--- config.mk ---
export PLATFORM = sky130hd
export DESIGN_NAME = ntwtr_regs
export DESIGN_NICKNAME = d
export VERILOG_FILES = /design/src/include/ntwtr_pkg.sv /design/src/rtl/ntwtr_lut_mem.sv /design/src/rtl/ntwtr_bound.sv /design/src/rtl/ntwtr_regs.sv
export SDC_FILE = /design/constraint.sdc
export NUM_CORES = 2
export LEC_CHECK = 0
export ABC_AREA = 1
export ABC_CLOCK_PERIOD_IN_PS = 131600
export BUFFER_PORTS_ARGS = -buffer_cell sky130_fd_sc_hd__buf_2
export CAP_MARGIN = 25
export CORE_UTILIZATION = 23
export CTS_BUF_LIST = sky130_fd_sc_hd__clkbuf_2 sky130_fd_sc_hd__clkbuf_4 sky130_fd_sc_hd__clkbuf_8
export CTS_CLUSTER_SIZE = 8
export DETAILED_ROUTE_END_ITERATION = 8
export HOLD_SLACK_MARGIN = 0.08
export PLACE_DENSITY = 0.4
export SLEW_MARGIN = 20
export SYNTH_ARGS = -nofsm -noshare
export SYNTH_HDL_FRONTEND = slang
export SYNTH_SLANG_ARGS = --single-unit
--- constraint.sdc ---
create_clock -name clk -period 131.6 [get_ports clk]
set_clock_uncertainty 0.1 [all_clocks]
set_input_delay 26.32 -clock clk [delete_from_list [all_inputs] [get_ports clk]]
set_output_delay 26.32 -clock clk [all_outputs]
set_load 0.01 [all_outputs]
--- src/include/ntwtr_pkg.sv ---
package ntwtr_pkg;
  // Byte offsets of the bank.
  localparam logic [11:0] OffWin2Xlat = 12'hC3C;
  localparam logic [11:0] OffWin4XlatLo = 12'hC44;
  localparam logic [11:0] OffWin4XlatHi = 12'hC48;
  localparam logic [11:0] OffWin2Lim = 12'hC4C;
  localparam logic [11:0] OffWin4LimLo = 12'hC54;
  localparam logic [11:0] OffWin4LimHi = 12'hC58;
  localparam logic [11:0] OffLutFirst = 12'hC5C;
  localparam logic [11:0] OffLutLast = 12'hD58;
  localparam logic [11:0] OffVc0Res = 12'hD5C;
  localparam logic [11:0] OffVc1Res = 12'hD60;
  localparam logic [11:0] OffVcCap = 12'hD64;
  localparam logic [11:0] OffIoWin1 = 12'hD6C;
  // Field masks.
  localparam logic [31:0] MaskPage = 32'hFFFFF000;
  localparam logic [31:0] MaskLut = 32'hFFFFF009;
  localparam logic [31:0] MaskClassMap = 32'h000000FE;
  localparam logic [31:0] MaskVc1 = 32'h810000FE;
  localparam logic [31:0] MaskIoBase = 32'hFFFFFF00;
  localparam logic [31:0] MaskVcCount = 32'h00000070;
  // Fixed bits and reset values.
  localparam logic [31:0] Vc0Fixed = 32'h80000001;
  localparam logic [31:0] Vc0Reset = 32'h000000FE;
  localparam logic [31:0] Vc1Reset = 32'h01000000;
  localparam logic [31:0] IoSpaceBit = 32'h00000001;
  localparam logic [31:0] ZeroWord = 32'h00000000;
  // Width codes, I/O enable code and table size.
  localparam logic [1:0] Width64 = 2'h2;
  localparam logic [1:0] Width32 = 2'h0;
  localparam logic [1:0] IoOnCode = 2'h3;
  localparam int LutDepth = 64;
  localparam int LutAw = 6;
endpackage : ntwtr_pkg

--- src/rtl/ntwtr_lut_mem.sv ---
`timescale 1ns/1ps
`default_nettype none
// Page table storage with a registered read port.
module ntwtr_lut_mem #(
  parameter int Depth = ntwtr_pkg::LutDepth,
  parameter int Aw = ntwtr_pkg::LutAw
) (
  input wire logic clk,
  input wire logic rstN,
  input wire logic wrEn,
  input wire logic [Aw-1:0] wrAddr,
  input wire logic [31:0] wrData,
  input wire logic [Aw-1:0] rdAddr,
  output logic [31:0] rdData
);
  logic [31:0] mem_q [Depth];

  // Entries reset to zero; only valid, prefetch and address bits are kept.
  always_ff @(posedge clk or negedge rstN) begin
    if (!rstN) begin
      for (int i = 0; i < Depth; i++) begin
        mem_q[i] <= ntwtr_pkg::ZeroWord;
      end
    end else if (wrEn) begin
      mem_q[wrAddr] <= wrData & ntwtr_pkg::MaskLut;
    end
  end

  // Read data leave through a register.
  always_ff @(posedge clk or negedge rstN) begin
    if (!rstN) begin
      rdData <= ntwtr_pkg::ZeroWord;
    end else begin
      rdData <= mem_q[rdAddr];
    end
  end
endmodule : ntwtr_lut_mem
`default_nettype wire

--- src/rtl/ntwtr_bound.sv ---
`timescale 1ns/1ps
`default_nettype none
// Effective window bound: the limit is used only if it fits the window.
module ntwtr_bound (
  input wire logic [63:0] windowSize,
  input wire logic [63:0] limit,
  output logic [63:0] bound
);
  // A limit beyond the window size is disregarded.
  always_comb begin
    if (limit > windowSize || limit == 64'h0000000000000000) begin
      bound = windowSize;
    end else begin
      bound = limit;
    end
  end
endmodule : ntwtr_bound
`default_nettype wire

--- src/rtl/ntwtr_regs.sv ---
`timescale 1ns/1ps
`default_nettype none
module ntwtr_regs (
  input wire logic clk,
  input wire logic arst_n,
  input wire logic upWrEn,
  input wire logic upRdEn,
  input wire logic [11:0] upAddr,
  input wire logic [31:0] upWrData,
  input wire logic ntWrEn,
  input wire logic ntRdEn,
  input wire logic [11:0] ntAddr,
  input wire logic [31:0] ntWrData,
  input wire logic curWrEn,
  input wire logic curRdEn,
  input wire logic [11:0] curAddr,
  input wire logic [31:0] curWrData,
  input wire logic romWrEn,
  input wire logic [11:0] romAddr,
  input wire logic [31:0] romWrData,
  output logic [31:0] rdData,
  output logic rdValid,
  input wire logic window_two_on,
  input wire logic window_four_on,
  input wire logic [1:0] window_four_width_select,
  input wire logic [1:0] window_four_width_select_shadow,
  input wire logic [1:0] io_window_one_on,
  input wire logic [2:0] lowPrioCount,
  input wire logic [63:0] windowTwoSize,
  input wire logic [63:0] windowFourSize,
  output logic [31:0] windowTwoXlat,
  output logic [63:0] windowFourXlat,
  output logic [63:0] windowTwoBound,
  output logic [63:0] windowFourBound,
  output logic [7:0] class_map_channel_zero,
  output logic [7:0] class_map_channel_one,
  output logic channelOneEnable,
  output logic [31:0] ioWindowOneBase,
  input wire logic [5:0] lookupIndex,
  output logic [31:0] lookupEntry
);
  logic rstSync1_q;
  logic rstN;
  logic wrEn;
  logic [11:0] wrAddr;
  logic [31:0] wrData;
  logic rdEn;
  logic [11:0] rdAddr;
  logic is64;
  logic ioOn;
  logic [31:0] win2Xlat_q;
  logic [31:0] win4XlatLo_q;
  logic [31:0] win4XlatHi_q;
  logic [31:0] win2Lim_q;
  logic [31:0] win4LimLo_q;
  logic [31:0] win4LimHi_q;
  logic [31:0] vc0_q;
  logic [31:0] vc1_q;
  logic [31:0] io1_q;
  logic lutWr;
  logic lutRdPend_q;
  logic [31:0] lutRdData;
  logic [31:0] regRd_d;
  logic [31:0] regRd_q;
  logic rdValid_q;
  logic [5:0] lutWrIdx;
  logic [5:0] lutRdIdx;
  logic [31:0] lutMemRd;
  logic [5:0] memRdAddr;

  // Reset release passes two flops so every register leaves reset together.
  always_ff @(posedge clk or negedge arst_n) begin
    if (!arst_n) begin
      rstSync1_q <= 1'b0;
      rstN <= 1'b0;
    end else begin
      rstSync1_q <= 1'b1;
      rstN <= rstSync1_q;
    end
  end

  // Entry index from a byte address inside the table.
  function automatic logic [5:0] lutIndex(input logic [11:0] a);
    logic [11:0] d;
    d = a - ntwtr_pkg::OffLutFirst;
    return d[7:2];
  endfunction : lutIndex

  function automatic logic inLut(input logic [11:0] a);
    return a >= ntwtr_pkg::OffLutFirst && a <= ntwtr_pkg::OffLutLast && a[1:0] == 2'h0;
  endfunction : inLut

  // Write source priority: load path, upstream, non-transparent, cursor.
  // Only one write lands per cycle; lower priorities are dropped, so the
  // initialisation loader must run before software starts writing.
  always_comb begin
    if (romWrEn) begin
      wrEn = 1'b1;
      wrAddr = romAddr;
      wrData = romWrData;
    end else if (upWrEn) begin
      wrEn = 1'b1;
      wrAddr = upAddr;
      wrData = upWrData;
    end else if (ntWrEn) begin
      wrEn = 1'b1;
      wrAddr = ntAddr;
      wrData = ntWrData;
    end else begin
      wrEn = curWrEn;
      wrAddr = curAddr;
      wrData = curWrData;
    end
  end

  // Read source priority follows the same order.
  always_comb begin
    if (upRdEn) begin
      rdEn = 1'b1;
      rdAddr = upAddr;
    end else if (ntRdEn) begin
      rdEn = 1'b1;
      rdAddr = ntAddr;
    end else begin
      rdEn = curRdEn;
      rdAddr = curAddr;
    end
  end

  // Both width codes must say 64-bit before the high halves open.
  assign is64 = window_four_width_select == ntwtr_pkg::Width64 &&
                window_four_width_select_shadow == ntwtr_pkg::Width64;
  assign ioOn = io_window_one_on == ntwtr_pkg::IoOnCode;

  // Translation registers.
  always_ff @(posedge clk or negedge rstN) begin
    if (!rstN) begin
      win2Xlat_q <= ntwtr_pkg::ZeroWord;
      win4XlatLo_q <= ntwtr_pkg::ZeroWord;
      win4XlatHi_q <= ntwtr_pkg::ZeroWord;
    end else if (wrEn) begin
      if (wrAddr == ntwtr_pkg::OffWin2Xlat) begin
        win2Xlat_q <= wrData & ntwtr_pkg::MaskPage;
      end else if (wrAddr == ntwtr_pkg::OffWin4XlatLo) begin
        win4XlatLo_q <= wrData & ntwtr_pkg::MaskPage;
      end else if (wrAddr == ntwtr_pkg::OffWin4XlatHi && is64) begin
        win4XlatHi_q <= wrData;
      end
    end
  end

  // Limit registers.
  always_ff @(posedge clk or negedge rstN) begin
    if (!rstN) begin
      win2Lim_q <= ntwtr_pkg::ZeroWord;
      win4LimLo_q <= ntwtr_pkg::ZeroWord;
      win4LimHi_q <= ntwtr_pkg::ZeroWord;
    end else if (wrEn) begin
      if (wrAddr == ntwtr_pkg::OffWin2Lim) begin
        win2Lim_q <= wrData & ntwtr_pkg::MaskPage;
      end else if (wrAddr == ntwtr_pkg::OffWin4LimLo) begin
        win4LimLo_q <= wrData & ntwtr_pkg::MaskPage;
      end else if (wrAddr == ntwtr_pkg::OffWin4LimHi && is64) begin
        win4LimHi_q <= wrData;
      end
    end
  end

  // Link shadow registers; fixed bits are merged on read, not stored.
  always_ff @(posedge clk or negedge rstN) begin
    if (!rstN) begin
      vc0_q <= ntwtr_pkg::Vc0Reset;
      vc1_q <= ntwtr_pkg::Vc1Reset;
    end else if (wrEn) begin
      if (wrAddr == ntwtr_pkg::OffVc0Res) begin
        vc0_q <= wrData & ntwtr_pkg::MaskClassMap;
      end else if (wrAddr == ntwtr_pkg::OffVc1Res) begin
        vc1_q <= wrData & ntwtr_pkg::MaskVc1;
      end
    end
  end

  // I/O base writes only count while the window is switched on.
  always_ff @(posedge clk or negedge rstN) begin
    if (!rstN) begin
      io1_q <= ntwtr_pkg::ZeroWord;
    end else if (wrEn && wrAddr == ntwtr_pkg::OffIoWin1 && ioOn) begin
      io1_q <= wrData & ntwtr_pkg::MaskIoBase;
    end
  end

  // Page table: writes from the bus, reads shared with the datapath port.
  assign lutWr = wrEn && inLut(wrAddr);
  assign lutWrIdx = lutIndex(wrAddr);
  assign lutRdIdx = lutIndex(rdAddr);
  assign memRdAddr = (rdEn && inLut(rdAddr)) ? lutRdIdx : lookupIndex;

  ntwtr_lut_mem #(
    .Depth(ntwtr_pkg::LutDepth),
    .Aw(ntwtr_pkg::LutAw)
  ) u_lut (
    .clk(clk),
    .rstN(rstN),
    .wrEn(lutWr),
    .wrAddr(lutWrIdx),
    .wrData(wrData),
    .rdAddr(memRdAddr),
    .rdData(lutMemRd)
  );
  assign lutRdData = lutMemRd;

  // Register read mux; unmapped and reserved locations read zero.
  always_comb begin
    regRd_d = ntwtr_pkg::ZeroWord;
    if (rdAddr == ntwtr_pkg::OffWin2Xlat) begin
      regRd_d = win2Xlat_q;
    end else if (rdAddr == ntwtr_pkg::OffWin4XlatLo) begin
      regRd_d = win4XlatLo_q;
    end else if (rdAddr == ntwtr_pkg::OffWin4XlatHi) begin
      regRd_d = win4XlatHi_q;
    end else if (rdAddr == ntwtr_pkg::OffWin2Lim) begin
      regRd_d = win2Lim_q;
    end else if (rdAddr == ntwtr_pkg::OffWin4LimLo) begin
      regRd_d = win4LimLo_q;
    end else if (rdAddr == ntwtr_pkg::OffWin4LimHi) begin
      regRd_d = win4LimHi_q;
    end else if (rdAddr == ntwtr_pkg::OffVc0Res) begin
      regRd_d = vc0_q | ntwtr_pkg::Vc0Fixed;
    end else if (rdAddr == ntwtr_pkg::OffVc1Res) begin
      regRd_d = vc1_q;
    end else if (rdAddr == ntwtr_pkg::OffVcCap) begin
      regRd_d = {25'h0000000, lowPrioCount, 4'h0} & ntwtr_pkg::MaskVcCount;
    end else if (rdAddr == ntwtr_pkg::OffIoWin1) begin
      regRd_d = ioOn ? (io1_q | ntwtr_pkg::IoSpaceBit) : ntwtr_pkg::ZeroWord;
    end
  end

  // Read answers one cycle after the request, table or register alike.
  always_ff @(posedge clk or negedge rstN) begin
    if (!rstN) begin
      regRd_q <= ntwtr_pkg::ZeroWord;
      lutRdPend_q <= 1'b0;
      rdValid_q <= 1'b0;
    end else begin
      regRd_q <= regRd_d;
      lutRdPend_q <= rdEn && inLut(rdAddr);
      rdValid_q <= rdEn;
    end
  end

  assign rdData = lutRdPend_q ? lutRdData : regRd_q;
  assign rdValid = rdValid_q;
  assign lookupEntry = lutRdData;

  // Datapath views of the bank.
  assign windowTwoXlat = window_two_on ? win2Xlat_q : ntwtr_pkg::ZeroWord;
  assign windowFourXlat = window_four_on ? {is64 ? win4XlatHi_q : ntwtr_pkg::ZeroWord, win4XlatLo_q}
                                         : 64'h0000000000000000;
  assign class_map_channel_zero = vc0_q[7:0] | ntwtr_pkg::Vc0Fixed[7:0];
  assign class_map_channel_one = vc1_q[7:0];
  assign channelOneEnable = vc1_q[31];
  assign ioWindowOneBase = ioOn ? io1_q : ntwtr_pkg::ZeroWord;

  ntwtr_bound u_bound2 (
    .windowSize(windowTwoSize),
    .limit({32'h00000000, win2Lim_q}),
    .bound(windowTwoBound)
  );

  ntwtr_bound u_bound4 (
    .windowSize(windowFourSize),
    .limit({is64 ? win4LimHi_q : ntwtr_pkg::ZeroWord, win4LimLo_q}),
    .bound(windowFourBound)
  );
endmodule : ntwtr_regs
`default_nettype wire

After elaboration in Yosys (flattened, before gate mapping)
Cells that the tools add are included.
Word-level totals
  bits of input ports: 330
  bits in registers: 2300
  word-level logic and storage cells: 184
  output and inout port bits: 338
Operators by class
  equal/unequal tests: 22
  bitwise operators: 7
  $lt $le $gt $ge: 9
  reductions and logical operators: 26
  multiplexer cells: 39
  add/subtract/negate cells: 2
Operators with widths (count)
  2048-bit bitwise mux: 1
  32-bit 2-to-1 mux: 22
  12-bit == test, second input constant: 19
  32-bit binary-select mux with 6-bit select: 1
  32-bit demux with 6-bit select: 1
  64-bit 2-to-1 mux: 3
  64-bit zero test: 2
  32-bit by 64-bit > comparator with 1-bit output: 1
  64-bit > comparator: 1
  12-bit 2-to-1 mux: 5
  12-bit >= comparator, second input constant: 2
  12-bit <= comparator, second input constant: 2
  8-bit by 7-bit subtractor with 8-bit output, second input constant: 2
  7-bit >= comparator, second input constant: 2
  6-bit inverter with 7-bit output: 2
  1-bit logical AND: 12
  3-bit AND reduction: 3
  4-bit AND reduction: 2
  7-bit by 1-bit less-than comparator with 1-bit output, second input constant: 1
  2-bit == test, second input constant: 3
  6-bit 2-to-1 mux: 1
  2-bit AND reduction: 3
  1-bit 2-to-1 mux: 5
  1-bit inverter: 5
  2 further kinds: 4

Longest topological paths before layout
  depth after elaboration: 13
  mapped depth: 25
  mapped depth without buffers: 21

By module
A second synthesis with hierarchy kept.
Second synthesis, totals
  cell total of the unflattened synthesis: 10904
  area total of the unflattened synthesis: 83388.7 um2
By module, submodules not included
  ntwtr_lut_mem: cells each 8051, area an instance 64220.3 um2, instances 1
  ntwtr_regs: cells each 1829, area an instance 13500.4 um2, instances 1
  ntwtr_bound: cells each 512, area an instance 2834.0 um2, instances 2

Worst setup path after synthesis
No wires, ideal clock.
  path type: input to output
  start: input window_four_width_select_shadow[1]
  end: output windowFourBound[10]
  required time: 105.180 ns
  stages: 17
  path slack: 76.135 ns
  data arrival time: 29.045 ns
  path buffers: 3
  cells stage by stage: and3_1 -> inv_1 -> buf_1 -> nor2_1 -> ha_1 -> nand2_1 -> nor2_1 -> inv_1 -> nor4_1 -> nor3b_1 -> a21boi_0 -> nor2_1 -> nand2_1 -> nand2_1 -> clkbuf_1 -> clkbuf_1 -> a21boi_0
On the way
  cells in the longest elaborated chain, start to end: 6
  elaborated cells on any way between the ends: 7
Ends and longest elaborated chain
  start, declared: line ntwtr_regs.sv:26  | input wire logic [1:0] window_four_width_select_shadow,
  2-bit == test *: line ntwtr_regs.sv:132  | window_four_width_select_shadow == ntwtr_pkg::Width64;
  1-bit logical AND *: line ntwtr_regs.sv:131  | assign is64 = window_four_width_select == ntwtr_pkg::Width64 &&
  32-bit 2-to-1 mux *: line ntwtr_regs.sv:272  | .limit({is64 ? win4LimHi_q : ntwtr_pkg::ZeroWord, win4LimLo_q}),
  64-bit > comparator / 64-bit zero test (equally long branches): line ntwtr_bound.sv:11  | if (limit > windowSize || limit == 64'h0000000000000000) begin
  1-bit logical OR *: line ntwtr_bound.sv:11
  64-bit 2-to-1 mux *: line ntwtr_bound.sv:11
  end, declared: line ntwtr_regs.sv:34  | output logic [63:0] windowFourBound,
Mark *: on every way between the ends. The rest lies on a longest branch, timed or not.

Final worst setup path
  start: input window_four_width_select_shadow[1]
  end: output windowFourBound[37]
On the way
  cells in the longest elaborated chain, start to end: 6
  elaborated cells on any way between the ends: 7
Ends and longest elaborated chain (line)
  2-bit == test *: ntwtr_regs.sv:132
  1-bit logical AND *: ntwtr_regs.sv:131
  32-bit 2-to-1 mux *: ntwtr_regs.sv:272
  64-bit > comparator / 64-bit zero test (equally long branches): ntwtr_bound.sv:11
  1-bit logical OR: ntwtr_bound.sv:11
  64-bit 2-to-1 mux *: ntwtr_bound.sv:11
Marks and branches as above.

==> results.sh <==
export IMPL_outcome="finished, violations left"
export IMPL_failed_checks="DRC"
export IMPL_max_clock_path_buffers=4
export IMPL_remaining_drc_errors=450
export IMPL_io_buffer_count=623
export IMPL_num_rows=224
export IMPL_tns_ns=0
export IMPL_required_ns=105.18
export IMPL_grt_pass1_vias=73200
export IMPL_most_common_layout_cells="nand2_1, dfrtp_1, inv_1"
export IMPL_placed_cells=16440
export IMPL_rr_worst_depth=6
export IMPL_postCtsSetupBuffers=0
export IMPL_fin_cells=17040
export IMPL_finalCriticalPeriod_ns=56.70
export IMPL_ant_nets=0
export IMPL_pre_cts_slack_ns=74.87
export IMPL_final_common_cell="nand2_1"
export IMPL_p_leak_nw=48.18
export IMPL_wl_met1_um=164200
export IMPL_syn_to_final_growth_pct=16.07
export IMPL_crit_type="input pin to output pin"
export IMPL_hp_class="register to asynchronous set/reset pin"
export IMPL_htree_levels=5
export IMPL_cts_tree="yes"
export IMPL_setup_viol=0
export IMPL_syn_inst=11540
export IMPL_drive_gt1_share_pct=13.13
export IMPL_clk_latency_ns=1.00
export IMPL_critical_path_arrival_ns=30.28
export IMPL_synth_enable_flop_cells=0
export IMPL_hpwlAfterDp_um=233800
export IMPL_tightest_slew_ns=1.065
export IMPL_die_x_um=613.4
export IMPL_critPathLaunchType="input pin"
export IMPL_max_freq_ghz=0.01764
export IMPL_routed_top_layer="met4"
export IMPL_cts_sinks=1650
export IMPL_fin_hold_ws_ns=0.2449
export IMPL_die_area_um2=376300
export IMPL_cts_resized_gates=0
export IMPL_reg2reg_from="rstN"
export IMPL_grt_usage_pct=19.09
export IMPL_core_area_um2=372200
export IMPL_num_io_pins=668
export IMPL_grt_overflow=0
export IMPL_initial_utilization_pct=23.10
export IMPL_yosys_cell_types_count=55
export IMPL_drt_total_wl_um=366900
export IMPL_ctsRootBufferMaster="clkbuf_8"
export IMPL_yosysWarnings=0
export IMPL_seq_area_frac_synth_pct=48.04
export IMPL_peakVddDrop_mv=0.007487
export IMPL_clk_pin_slew_ns=0.06
export IMPL_die_h_um=613.4
export IMPL_cts_hold_buffers_added=0
export IMPL_grt_max_degree=148
export IMPL_crit_end="windowFourBound[37]"
export IMPL_fin_ws_ns=74.90
export IMPL_cp_end_kind="output pin"
export IMPL_gp_congestion=0.8594
export IMPL_synth_cell_area_um2=85980
export IMPL_rsz0062_at_grt="false"
export IMPL_drtIter0Drc=6090
export IMPL_r2r_slack_ns=126.20
export IMPL_route_met2_wl_um=170100
export IMPL_worstPathMaxFanout=65
export IMPL_wl_per_cell_um=21.54
export IMPL_slew_headroom_pct=28.98
export IMPL_post_route_period_util_pct=43.08
export IMPL_postSynthAreaPerCell_um2=7.448
export IMPL_via_per_inst=4.463
export IMPL_dr_wl_met3_um=17290
export IMPL_fin_util_pct=26.81
export IMPL_synthArstFlopShare_pct=100.0
export IMPL_drt_first_pass_iters=9
export IMPL_final_nets=12210
export IMPL_cts_buffers=325
export IMPL_hold_viol_final=0
export IMPL_regToRegEndpoint="u_lut.mem_q[303]"
export IMPL_antenna_found_initial=12
export IMPL_vias=76050
export IMPL_grt_pass1_wl_um=532500
export IMPL_timing_final_max_slew_violations=0
export IMPL_power_density_nw_per_um2=13.60
export IMPL_synth_seq_cells=1650
export IMPL_synthFlopType="dfrtp_1"
export IMPL_max_cap_violations=0
export IMPL_crit_start="window_four_width_select_shadow[1]"
per-stage QoR:
stage | cell area, um^2 | total power (W)
floorplan | 86140 | 0.0007047
global placement | 92530 | 0.0008011
detailed placement | 92620 | 0.0008027
CTS | 99580 | 0.001378
global route | 99770 | 0.001429
finish | 99800 | 0.001357
state kept, by name (all words and copies together), names as in the netlist:
name / count
io1_q: 24
lutRdPend_q: 1
rdValid: 1
regRd_q: 32
rstN: 1
rstSync1_q: 1
u_lut.mem_q: 1408
u_lut.rdData: 22
vc0_q: 7
vc1_q: 9
win2Lim_q: 20
win2Xlat_q: 20
win4LimHi_q: 32
win4LimLo_q: 20
win4XlatHi_q: 32
win4XlatLo_q: 20
layer usage:
metal,global-route usage (%),vias to the layer above
met1,24.89,36740
met2,31.53,1891
li1,-,36930
met3,2.744,489
met4,7.932,0
met5,0,-
synthesized netlist by cell type (all sizes together) (10+ instances only):
cell type,n,area share [%]
a21oi,116,0.68
o221ai,22,0.22
ha,80,1.2
nand2,3706,17
o21ai,1700,10
a22oi,33,0.29
nor2,230,1.2
mux2,22,0.29
o211ai,10,0.087
nor3,18,0.19
inv,1531,6.7
nor4,33,0.24
o2111ai,10,0.10
buf,430,3.2
nand4,28,0.20
nand3,1409,8.2
dfrtp,1642,48
clkbuf,461,2.0
worst max-delay path, stage by stage:
cell	delay (ns)
buf_2	0.09
and3_1	0.21
inv_1	0.07
buf_4	0.35
nor2_1	0.14
ha_1	0.32
nand2_1	0.08
nor2_1	0.14
inv_1	0.05
nor4_1	0.27
nor3b_1	0.42
a21boi_0	0.24
nor2_1	0.06
nand2_1	0.07
nand2_2	0.04
buf_4	0.32
nand2_1	0.13
buf_4	0.46
nand2_1	0.10
nand2_1	0.13
buf_2	0.15
power by group:
| part | switching [W] | internal (W) | total, W |
|---|---|---|---|
| Combinational | 0.000170 | 0.0000637 | 0.000234 |
| Clock | 0.000244 | 0.000321 | 0.000565 |
| Sequential | 0.0000193 | 0.000539 | 0.000559 |
| Total | 0.000433 | 0.000924 | 0.00136 |
kinds of logic after synthesis:
kind of cell / synth area share [%]
AO/OA/AOI/OAI: 11.76
flip-flops: 48.04
adder cells (fa/ha/maj): 1.164
AND/OR/NAND/NOR: 26.74
buffers and inverters: 11.92
XOR/XNOR: 0.08441
multiplexers: 0.2881
other: 0.008735
layout make-up:
| type | instances | area (um^2) |
|---|---|---|
| clock inverter | 47 | 389.1 |
| sequential | 1650 | 41300 |
| fill | 41860 | 272400 |
| tap | 4972 | 6221 |
| inverter | 1534 | 5776 |
| timing repair buffer | 778 | 4553 |
| antenna | 15 | 37.54 |
| clock buffer | 530 | 6575 |
| multi-input combinational | 7512 | 34940 |
worst min-delay path by stage:
stage / end / cells after the start
after floorplan: rstN / 0
after global placement: rstN / 0
after detailed placement: rstN / 0
after CTS: rstN / 0
after global routing: rstN / 0
final: u_lut.mem_q[1565] / 0
Note: power is estimated with default switching activity, not from simulation.
